`config.mk`:
```
export PLATFORM = sky130hd
export DESIGN_NAME = pwc_core
export DESIGN_NICKNAME = d
export VERILOG_FILES = /design/src/rtl/pwc_pkg.sv /design/src/rtl/pwc_core.sv
export VERILOG_INCLUDE_DIRS = /design/src /design/src/rtl
export SDC_FILE = /design/constraint.sdc
export NUM_CORES = 2
export LEC_CHECK = 0
export ABC_AREA = 1
export BUFFER_PORTS_ARGS = -buffer_cell sky130_fd_sc_hd__buf_2
export CORE_MARGIN = 4
export CORE_UTILIZATION = 50
export DETAILED_ROUTE_END_ITERATION = 10
export PLACE_DENSITY = 0.65
export SLEW_MARGIN = 10
export SYNTH_ARGS = -nofsm -noshare
export SYNTH_HDL_FRONTEND = slang
export SYNTH_SLANG_ARGS = --single-unit
export TNS_END_PERCENT = 100
```
`constraint.sdc`:
```
create_clock -name clk_sys -period 7.1 [get_ports clk_sys]
set_input_delay 1.42 -clock clk_sys [delete_from_list [all_inputs] [get_ports clk_sys]]
set_output_delay 1.42 -clock clk_sys [all_outputs]
set_load 0.02 [all_outputs]
```
`src/rtl/pwc_regs.svh`:
```
// register offsets, reset values, clock select codes and channel counts of the pwm channel core
`ifndef PWC_REGS_SVH
`define PWC_REGS_SVH

`define PWC_OFS_ENABLE   8'h00
`define PWC_OFS_POLARITY 8'h01
`define PWC_OFS_CSEL_LO  8'h02
`define PWC_OFS_CSEL_HI  8'h03
`define PWC_OFS_ALIGN    8'h04
`define PWC_OFS_JOIN     8'h05
`define PWC_OFS_COUNTER  8'h08
`define PWC_OFS_PERIOD   8'h10
`define PWC_OFS_DUTY     8'h18

`define PWC_RST_BYTE     8'h00
`define PWC_RST_CSEL     16'hA0A0
`define PWC_RST_JOIN     4'h0
`define PWC_RST_WIDE     16'h0000

`define PWC_TICK_A       2'h0
`define PWC_TICK_SA      2'h1
`define PWC_TICK_B       2'h2
`define PWC_TICK_SB      2'h3

`define PWC_NUM_CH       8
`define PWC_NUM_PAIR     4

`endif

```
`src/rtl/pwc_pkg.sv`:
```
// types shared by the pwm channel core
package pwc_pkg;

  typedef enum logic {
    PWC_UP,
    PWC_DOWN
  } pwc_dir_e;

  // next state of one channel, 16 bits wide for joined pairs
  typedef struct packed {
    logic [15:0] cnt;
    logic [15:0] per;
    logic [15:0] dty;
    pwc_dir_e    dir;
    logic        ff;
  } pwc_chst_s;

  typedef logic [7:0] pwc_byte_t;

endpackage

```
`src/rtl/pwc_core.sv`:
```
// eight-channel pwm waveform core with pair joining and byte register port
//
// Operation
// [RULE1] align bit 0 left, 1 center
// [RULE2] left mode counter counts up only
// [RULE3] duty match toggles output flip-flop
// [RULE4] left period match resets, loads buffers
// [RULE5] left counter runs zero to period minus one
// [RULE6] polarity picks high or low duty share
// [RULE7] center mode up/down, up at zero
// [RULE8] center period match turns count down
// [RULE9] center down duty match toggles again
// [RULE10] center zero turns up, loads buffers
// [RULE11] center effective period is twice period
// [RULE12] four join bits merge pairs to 16-bit
// [RULE13] software joins only disabled pairs
// [RULE14] even channel holds upper bytes
// [RULE15] odd channel clock, polarity, output rule
// [RULE16] odd enable rules pair, even output off
// [RULE17] any counter byte write clears pair
// [RULE18] software reads joined counter coherently
// [RULE19] odd align bit sets pair mode
// [RULE20] fixed outputs on boundary values
// [RULE21] zero period holds counter at zero
// [RULE22] software sets alignment before enabling
// [RULE23] enabled writes buffered, disabled immediate
//
// register map, one byte each
//   00 channel enables, bit n for channel n
//   01 start polarity, 1 starts high
//   02 clock select channels 0-3, two bits each
//   03 clock select channels 4-7, two bits each
//   04 alignment, 1 selects center mode
//   05 pair join bits, bit 0 pairs channels 0/1
//   06-07 unmapped, read as zero
//   08-0F channel counters, any write clears
//   10-17 period buffers, read back as written
//   18-1F duty buffers, read back as written
//
// clock select codes
//   0 tick a, 1 tick sa, 2 tick b, 3 tick sb
//   reset picks a for 0,1,4,5 and b for 2,3,6,7
//
// read port
//   data one cycle after the strobe, else zero
//   high counter byte of a pair freezes low byte
//   low byte read of a pair returns frozen copy
//
// timing
//   counter steps on a selected tick only
//   waveform registers on the same clock as the counter
//   disabled channels drive a low output
//   even channel of a joined pair stays low
//
// hazards
//   join bits only while the pair is disabled
//   alignment change while running may glitch
//   period zero parks the counter at zero
//   period and duty buffered while enabled
//   counter write loads buffers at once
//
// joined pairs
//   odd engine runs sixteen bits wide
//   even counter, period, duty form upper bytes
//   odd enable, polarity, clock, alignment rule
//   output appears on the odd channel only
//
// The strobed register port and the register offsets were decided locally.
`include "pwc_regs.svh"

module pwc_core
  import pwc_pkg::*;
(
  input  wire logic       clk_sys,
  input  wire logic       reset,
  input  wire logic [7:0] reg_addr,
  input  wire logic [7:0] reg_wdata,
  input  wire logic       reg_wr,
  input  wire logic       reg_rd,
  output logic      [7:0] reg_rdata,
  input  wire logic [3:0] clk_tick,
  output logic      [7:0] channel_waveform_output
);

  // true when the address falls in an eight-entry per-channel block
  function automatic logic in_blk(input logic [7:0] a, input logic [7:0] base);
    in_blk = (a[7:3] == base[7:3]);
  endfunction

  pwc_byte_t   channel_enable_bit;
  pwc_byte_t   channel_start_polarity;
  pwc_byte_t   align_mode_control_reg;
  logic [3:0]  pair_join_control_reg;
  logic [15:0] channel_clock_select;
  pwc_byte_t   cnt_r   [`PWC_NUM_CH];
  pwc_byte_t   pbuf_r  [`PWC_NUM_CH];
  pwc_byte_t   dbuf_r  [`PWC_NUM_CH];
  pwc_byte_t   pact_r  [`PWC_NUM_CH];
  pwc_byte_t   dact_r  [`PWC_NUM_CH];
  logic [7:0]  dir_r;
  logic [7:0]  ff_r;
  pwc_byte_t   latch_r;
  pwc_byte_t   rdata_r;
  logic [7:0]  out_r;
  pwc_chst_s   st_nxt  [`PWC_NUM_CH];
  logic [7:0]  out_nxt;
  logic [2:0]  ridx;

  assign ridx = reg_addr[2:0];
  assign reg_rdata = rdata_r;
  assign channel_waveform_output = out_r;

  // channel enables
  always_ff @(posedge clk_sys) begin
    if (reset) begin
      channel_enable_bit <= `PWC_RST_BYTE;
    end else if (reg_wr && reg_addr == `PWC_OFS_ENABLE) begin
      channel_enable_bit <= reg_wdata;
    end
  end

  // start polarity
  always_ff @(posedge clk_sys) begin
    if (reset) begin
      channel_start_polarity <= `PWC_RST_BYTE;
    end else if (reg_wr && reg_addr == `PWC_OFS_POLARITY) begin
      channel_start_polarity <= reg_wdata;
    end
  end

  // clock select, two bytes
  always_ff @(posedge clk_sys) begin
    if (reset) begin
      channel_clock_select <= `PWC_RST_CSEL;
    end else if (reg_wr && reg_addr == `PWC_OFS_CSEL_LO) begin
      channel_clock_select[7:0] <= reg_wdata;
    end else if (reg_wr && reg_addr == `PWC_OFS_CSEL_HI) begin
      channel_clock_select[15:8] <= reg_wdata;
    end
  end

  // alignment select
  always_ff @(posedge clk_sys) begin
    if (reset) begin
      align_mode_control_reg <= `PWC_RST_BYTE;
    end else if (reg_wr && reg_addr == `PWC_OFS_ALIGN) begin
      align_mode_control_reg <= reg_wdata;
    end
  end

  // pair join bits
  always_ff @(posedge clk_sys) begin
    if (reset) begin
      pair_join_control_reg <= `PWC_RST_JOIN;
    end else if (reg_wr && reg_addr == `PWC_OFS_JOIN) begin
      pair_join_control_reg <= reg_wdata[3:0];                         // [RULE12]
    end
  end

  // period buffers, always written directly
  always_ff @(posedge clk_sys) begin
    if (reset) begin
      for (int k = 0; k < `PWC_NUM_CH; k++) begin
        pbuf_r[k] <= `PWC_RST_BYTE;
      end
    end else if (reg_wr && in_blk(reg_addr, `PWC_OFS_PERIOD)) begin
      pbuf_r[ridx] <= reg_wdata;
    end
  end

  // duty buffers, always written directly
  always_ff @(posedge clk_sys) begin
    if (reset) begin
      for (int k = 0; k < `PWC_NUM_CH; k++) begin
        dbuf_r[k] <= `PWC_RST_BYTE;
      end
    end else if (reg_wr && in_blk(reg_addr, `PWC_OFS_DUTY)) begin
      dbuf_r[ridx] <= reg_wdata;
    end
  end

  // per-channel engines; an odd channel of a joined pair runs 16 bits wide
  for (genvar i = 0; i < `PWC_NUM_CH; i++) begin : g_ch
    localparam int  PEER = i ^ 1;
    localparam bit  ODD  = (i % 2) == 1;
    logic        jn;
    logic        wide;
    logic        en;
    logic        tk;
    logic        cwr;
    logic        pol;
    logic        dn;
    logic [15:0] c;
    logic [15:0] p;
    logic [15:0] d;
    logic [15:0] pb;
    logic [15:0] db;

    assign jn   = pair_join_control_reg[i/2];
    assign wide = jn && ODD;
    // even channel holds the upper bytes of a joined pair
    assign c  = wide ? {cnt_r[PEER], cnt_r[i]}   : {8'h00, cnt_r[i]};   // [RULE14]
    assign p  = wide ? {pact_r[PEER], pact_r[i]} : {8'h00, pact_r[i]};  // [RULE14]
    assign d  = wide ? {dact_r[PEER], dact_r[i]} : {8'h00, dact_r[i]};
    assign pb = wide ? {pbuf_r[PEER], pbuf_r[i]} : {8'h00, pbuf_r[i]};
    assign db = wide ? {dbuf_r[PEER], dbuf_r[i]} : {8'h00, dbuf_r[i]};
    assign en  = channel_enable_bit[i] && !(jn && !ODD);               // [RULE16]
    assign tk  = clk_tick[channel_clock_select[2*i +: 2]];             // [RULE15]
    assign pol = channel_start_polarity[i];                            // [RULE15]
    // a write to either counter byte of a pair clears the whole counter
    assign cwr = reg_wr && ((reg_addr == (`PWC_OFS_COUNTER + 8'(i))) ||
                 (wide && reg_addr == (`PWC_OFS_COUNTER + 8'(PEER)))); // [RULE17]
    assign dn  = (dir_r[i] == PWC_DOWN) && (c != 16'h0000);            // [RULE7]

    // counter, direction, flip-flop and active copies
    always_comb begin
      st_nxt[i].cnt = c;
      st_nxt[i].per = p;
      st_nxt[i].dty = d;
      st_nxt[i].dir = pwc_dir_e'(dir_r[i]);
      st_nxt[i].ff  = ff_r[i];
      if (cwr) begin
        st_nxt[i].cnt = 16'h0000;
        st_nxt[i].dir = PWC_UP;
        st_nxt[i].per = pb;
        st_nxt[i].dty = db;
        st_nxt[i].ff  = 1'b0;
      end else if (!en) begin
        st_nxt[i].per = pb;                                            // [RULE23]
        st_nxt[i].dty = db;                                            // [RULE23]
        if (tk && pb == 16'h0000) begin
          st_nxt[i].cnt = 16'h0000;
        end
      end else if (tk) begin
        if (p == 16'h0000) begin
          st_nxt[i].cnt = 16'h0000;                                    // [RULE21]
          st_nxt[i].dir = PWC_UP;
          st_nxt[i].ff  = 1'b0;
          st_nxt[i].per = pb;
          st_nxt[i].dty = db;
        end else if (!align_mode_control_reg[i]) begin                 // [RULE1] [RULE19]
          if (c >= p - 16'h0001) begin
            st_nxt[i].cnt = 16'h0000;                                  // [RULE4] [RULE5]
            st_nxt[i].ff  = 1'b0;                                      // [RULE4]
            st_nxt[i].per = pb;                                        // [RULE4] [RULE23]
            st_nxt[i].dty = db;                                        // [RULE4]
          end else begin
            st_nxt[i].cnt = c + 16'h0001;                              // [RULE2]
            if (c + 16'h0001 == d) begin
              st_nxt[i].ff = !ff_r[i];                                 // [RULE3]
            end
          end
          st_nxt[i].dir = PWC_UP;                                      // [RULE2]
        end else begin
          if (!dn && c < p) begin
            st_nxt[i].cnt = c + 16'h0001;                              // [RULE7]
            st_nxt[i].dir = PWC_UP;
          end else begin
            st_nxt[i].cnt = c - 16'h0001;                              // [RULE8] [RULE11]
            st_nxt[i].dir = PWC_DOWN;                                  // [RULE8]
          end
          if (st_nxt[i].cnt == 16'h0000 && st_nxt[i].dir == PWC_DOWN) begin
            st_nxt[i].dir = PWC_UP;                                    // [RULE10]
            st_nxt[i].per = pb;                                        // [RULE10] [RULE23]
            st_nxt[i].dty = db;                                        // [RULE10]
            st_nxt[i].ff  = 1'b0;
          end else if (st_nxt[i].cnt == d) begin
            st_nxt[i].ff = !ff_r[i];                                   // [RULE3] [RULE9]
          end
        end
      end
    end

    // output level from active values, boundary cases first
    always_comb begin
      if (!en) begin
        out_nxt[i] = 1'b0;                                             // [RULE16]
      end else if (st_nxt[i].per == 16'h0000) begin
        out_nxt[i] = pol;                                              // [RULE20]
      end else if (st_nxt[i].dty == 16'h0000) begin
        out_nxt[i] = !pol;                                             // [RULE20]
      end else if (st_nxt[i].dty >= st_nxt[i].per) begin
        out_nxt[i] = pol;                                              // [RULE20]
      end else begin
        out_nxt[i] = st_nxt[i].ff ^ pol;                               // [RULE6]
      end
    end
  end

  // counter and active copies; even bytes of a joined pair follow the odd engine
  always_ff @(posedge clk_sys) begin
    if (reset) begin
      for (int k = 0; k < `PWC_NUM_CH; k++) begin
        cnt_r[k]  <= `PWC_RST_BYTE;
        pact_r[k] <= `PWC_RST_BYTE;
        dact_r[k] <= `PWC_RST_BYTE;
      end
    end else begin
      for (int k = 0; k < `PWC_NUM_CH; k++) begin
        if (pair_join_control_reg[k/2] && (k % 2) == 0) begin
          cnt_r[k]  <= st_nxt[k | 1].cnt[15:8];                        // [RULE14]
          pact_r[k] <= st_nxt[k | 1].per[15:8];
          dact_r[k] <= st_nxt[k | 1].dty[15:8];
        end else begin
          cnt_r[k]  <= st_nxt[k].cnt[7:0];
          pact_r[k] <= st_nxt[k].per[7:0];
          dact_r[k] <= st_nxt[k].dty[7:0];
        end
      end
    end
  end

  // counting direction
  always_ff @(posedge clk_sys) begin
    if (reset) begin
      dir_r <= `PWC_RST_BYTE;
    end else begin
      for (int k = 0; k < `PWC_NUM_CH; k++) begin
        dir_r[k] <= st_nxt[k].dir;
      end
    end
  end

  // output flip-flops
  always_ff @(posedge clk_sys) begin
    if (reset) begin
      ff_r <= `PWC_RST_BYTE;
    end else begin
      for (int k = 0; k < `PWC_NUM_CH; k++) begin
        ff_r[k] <= st_nxt[k].ff;
      end
    end
  end

  // registered waveform
  always_ff @(posedge clk_sys) begin
    if (reset) begin
      out_r <= `PWC_RST_BYTE;
    end else begin
      out_r <= out_nxt;
    end
  end

  // low byte of a joined counter, frozen when the high byte is read
  always_ff @(posedge clk_sys) begin
    if (reset) begin
      latch_r <= `PWC_RST_BYTE;
    end else if (reg_rd && in_blk(reg_addr, `PWC_OFS_COUNTER) && !ridx[0]) begin
      latch_r <= cnt_r[ridx | 3'h1];                                   // [RULE18]
    end
  end

  // read data, one cycle after the strobe
  always_ff @(posedge clk_sys) begin
    if (reset) begin
      rdata_r <= `PWC_RST_BYTE;
    end else if (reg_rd) begin
      rdata_r <= 8'h00;
      case (reg_addr)
        `PWC_OFS_ENABLE:   rdata_r <= channel_enable_bit;
        `PWC_OFS_POLARITY: rdata_r <= channel_start_polarity;
        `PWC_OFS_CSEL_LO:  rdata_r <= channel_clock_select[7:0];
        `PWC_OFS_CSEL_HI:  rdata_r <= channel_clock_select[15:8];
        `PWC_OFS_ALIGN:    rdata_r <= align_mode_control_reg;
        `PWC_OFS_JOIN:     rdata_r <= {4'h0, pair_join_control_reg};
        default: begin
          if (in_blk(reg_addr, `PWC_OFS_COUNTER)) begin
            if (pair_join_control_reg[ridx[2:1]] && ridx[0]) begin
              rdata_r <= latch_r;                                      // [RULE18]
            end else begin
              rdata_r <= cnt_r[ridx];
            end
          end else if (in_blk(reg_addr, `PWC_OFS_PERIOD)) begin
            rdata_r <= pbuf_r[ridx];
          end else if (in_blk(reg_addr, `PWC_OFS_DUTY)) begin
            rdata_r <= dbuf_r[ridx];
          end
        end
      endcase
    end else begin
      rdata_r <= 8'h00;
    end
  end

endmodule // pwc_core

```
==> results.sh <==
export IMPL_outcome="completed"
export IMPL_fin_util_pct=53.8
export IMPL_critPathSlowestCell="dfxtp_1"
export IMPL_route_detailed_wl_per_inst_um=23.0
export IMPL_hp_start="dir_r[3]$_SDFFE_PP0P_"
export IMPL_vdd_drop_max_mv=0.227
export IMPL_register_area_um2=10300
export IMPL_antenna_found_initial=5
export IMPL_core_area_um2=88400
export IMPL_timing_critical_path_mode_cell="nand2_1"
export IMPL_reg2reg_from="cnt_r[5][0]$_SDFFE_PP0P_"
export IMPL_pwr_share_clk_pct=40.3
export IMPL_rsz0062_at_grt="no"
export IMPL_row_count=109
export IMPL_async_flop_share_pct=0
export IMPL_p_seq_share_pct=39.1
export IMPL_port_buffers=39
export IMPL_ys_types=69
export IMPL_htreeDepth=2
export IMPL_synthCells=7086
export IMPL_synth_warning_count=0
export IMPL_worstSetupStartpointType="flip-flop"
export IMPL_clkSlewWorstSetupHoldPaths_ns=0.07
export IMPL_cts_tree="done"
export IMPL_setup_viol=0
export IMPL_synth_compound_area_share_pct=20.3
export IMPL_fin_cells=8255
export IMPL_post_route_period_util_pct=94.9
export IMPL_clock_tree_buffer_depth=3
export IMPL_grtUsageMet1_pct=53.3
export IMPL_mostFrequentLayoutCells="1754 x nand2_1, 813 x inv_1, 735 x nor2_1"
export IMPL_gp_congestion=1.04
export IMPL_vias=50546
export IMPL_criticalPathCategory="flip-flop to flip-flop"
export IMPL_max_slew_margin_pct=13.6
export IMPL_combPwrFrac_pct=20.6
export IMPL_dp_hpwl_um=147000
export IMPL_crit_family="simple AND/OR/NAND/NOR gates"
export IMPL_ios=40
export IMPL_synth_xor_xnor_area_share_pct=5.55
export IMPL_min_period_ns=6.74
export IMPL_ant_nets=0
export IMPL_drt_pass1_iterations=8
export IMPL_arrival_ns=7.30
export IMPL_critPathBufInv=2
export IMPL_holdWs_ns=0.492
export IMPL_busiest_layer="met2"
export IMPL_grt_total_usage_pct=38.4
export IMPL_syn_area_um2=44500
export IMPL_power_switching_fraction_pct=34.2
export IMPL_synth_edff_count=224
export IMPL_postCtsSetupBuffers=0
export IMPL_wl_um=190000
export IMPL_dieArea_um2=93900
export IMPL_clock_latency_ns=0.67
export IMPL_synthSimpleGateAreaFrac_pct=31.8
export IMPL_ys_seq_area_share_pct=23.2
export IMPL_power_density_nw_per_um2=145
export IMPL_hold_class="flip-flop to flip-flop"
export IMPL_skew_ns=0.0377
export IMPL_cts_buffers=52
export IMPL_die_w_um=306
export IMPL_finalHoldViolations=0
export IMPL_crit_path_max_fanout=26
export IMPL_grt_met3_usage_pct=7.18
export IMPL_tns_ns=0
export IMPL_synth_mux_area_fraction_pct=0
export IMPL_synth_adder_area_share_pct=8.63
export IMPL_worstPathRequired_ns=7.66
export IMPL_clock_sinks=404
export IMPL_root_buffer="clkbuf_16"
export IMPL_grt_pass1_vias=45499
export IMPL_tightest_slew_ns=1.29
export IMPL_leakagePower_nw=22.5
export IMPL_p_int_mw=4.55
export IMPL_slew_violations=0
export IMPL_grt_first_pass_wirelength_um=281000
export IMPL_layout_commonest_cell="nand2_1"
export IMPL_cp_end_kind="flip-flop"
export IMPL_timing_fmax_mhz=148
export IMPL_initial_core_util_pct=50.4
export IMPL_viasPerCell=6.12
export IMPL_maxCapViolCount=0
export IMPL_grt_max_degree=69
export IMPL_placed_cells=8156
export IMPL_grtUsageMet2_pct=58.2
export IMPL_multi_input_area_um2=29800
export IMPL_synth_seq_cells=404
export IMPL_syn_mean_instance_area_um2=6.28
export IMPL_area_growth_pct=6.88
export IMPL_grt_ovfl_total=0
export IMPL_worstSetupStartpoint="cnt_r[5][0]$_SDFFE_PP0P_"
export IMPL_synth_top_family_by_area="simple AND/OR/NAND/NOR gates"
export IMPL_finalWorstSetupSlack_ns=0.364
export IMPL_pre_cts_slack_ns=0.391
export IMPL_power_switching_mw=2.36
export IMPL_dr_first_iter_drc_count=6804
export IMPL_cp_slowest_stage_delay_ns=0.50
export IMPL_fin_nets=7376
export IMPL_drive_above_1_share_pct=5.53
export IMPL_ys_flop_type="edfxtp_1"
export IMPL_route_detailed_drc=0
export IMPL_die_h_um=306
export IMPL_fill_cells=9182
==> power groups by stage <==
stage | registers (mW) | logic [mW] | clock network [mW]
after floorplan | 2.68 | 0.998 | 0
after global placement | 2.74 | 1.36 | 0
after detailed placement | 2.75 | 1.37 | 0
after CTS | 2.70 | 1.38 | 2.80
after global routing | 2.71 | 1.56 | 2.89
final | 2.70 | 1.42 | 2.78
==> worst register-to-register path, delay by kind of cell (launching register included) <==
family | cells | cell delay [ns]
AND/OR/NAND/NOR | 22 | 3.26
AO/OA/AOI/OAI | 10 | 1.60
buffers and inverters | 2 | 0.67
adder cells (fa/ha/maj) | 2 | 0.62
flip-flops | 1 | 0.50
==> area by class of cell <==
cell class | instances | area share [%]
Clock buffer | 64 | 2.96
Clock inverter | 33 | 0.660
Multi-Input combinational cell | 5573 | 62.7
Sequential cell | 404 | 21.7
Antenna cell | 2 | 0.0105
Inverter | 879 | 6.94
Tap cell | 1165 | 3.06
Timing Repair Buffer | 135 | 1.93
==> metrics by stage <==
| stage | total power [mW] | cell area [µm²] |
|---|---|---|
| after floorplan | 3.67 | 44800 |
| after global placement | 4.10 | 45800 |
| after detailed placement | 4.12 | 45800 |
| after CTS | 6.88 | 47500 |
| after global routing | 7.16 | 47600 |
| final | 6.91 | 47600 |
==> Yosys cell counts, types with 22 or more instances <==
cell type,instances,area [µm²]
clkinv_1,32,120
dfxtp_1,180,3600
nand2_2,35,219
edfxtp_1,224,6730
o22ai_1,141,882
nor2_1,735,2760
nand3_1,467,2340
nand4_1,127,795
o21ai_0,427,2140
a21oi_1,653,3270
o211ai_1,100,751
o2111ai_1,23,201
inv_2,31,116
o21bai_1,27,203
nor3_1,95,475
xnor2_1,33,289
buf_6,26,293
nor4_1,32,200
inv_1,814,3060
buf_1,22,82.6
nand2_1,1755,6590
buf_2,43,215
xor2_1,249,2180
ha_1,307,3840
clkbuf_1,197,739
o21ai_1,57,285
==> routing by layer <==
layer  up-vias  share of wire [%]
li1      23621                  -
met1     23489                 41
met2      2930                 42
met3       504                 11
met4         2                5.2
met5         -             0.0069
==> path summary, 6_finish.rpt <==
| check | to | slack, ns | depth (start not counted) |
|---|---|---|---|
| worst max-delay path | channel_waveform_output[5]$_SDFF_PP0_ | 0.36 | 36 |
| worst max register to register | channel_waveform_output[5]$_SDFF_PP0_ | 0.36 | 36 |
| worst min register to register | dir_r[3]$_SDFFE_PP0P_ | 0.49 | 2 |
| worst min-delay path | dir_r[3]$_SDFFE_PP0P_ | 0.49 | 2 |
==> kinds of logic (layout without fill, tap and decap cells) <==
family                   after synthesis  in the layout
AO/OA/AOI/OAI                       1585           1585
buffers and inverters               1172           1111
flip-flops                           404            404
adder cells (fa/ha/maj)              307            307
AND/OR/NAND/NOR                     3335           3335
other                                  1             66
XOR/XNOR                             282            282
==> what timing repair did <==
action	CTS	global route
gates resized for setup	0	7
hold buffers	0	0
setup endpoints to repair	0	3
endpoints found under the hold margin	0	0
Note: power is estimated with default switching activity, not from simulation.
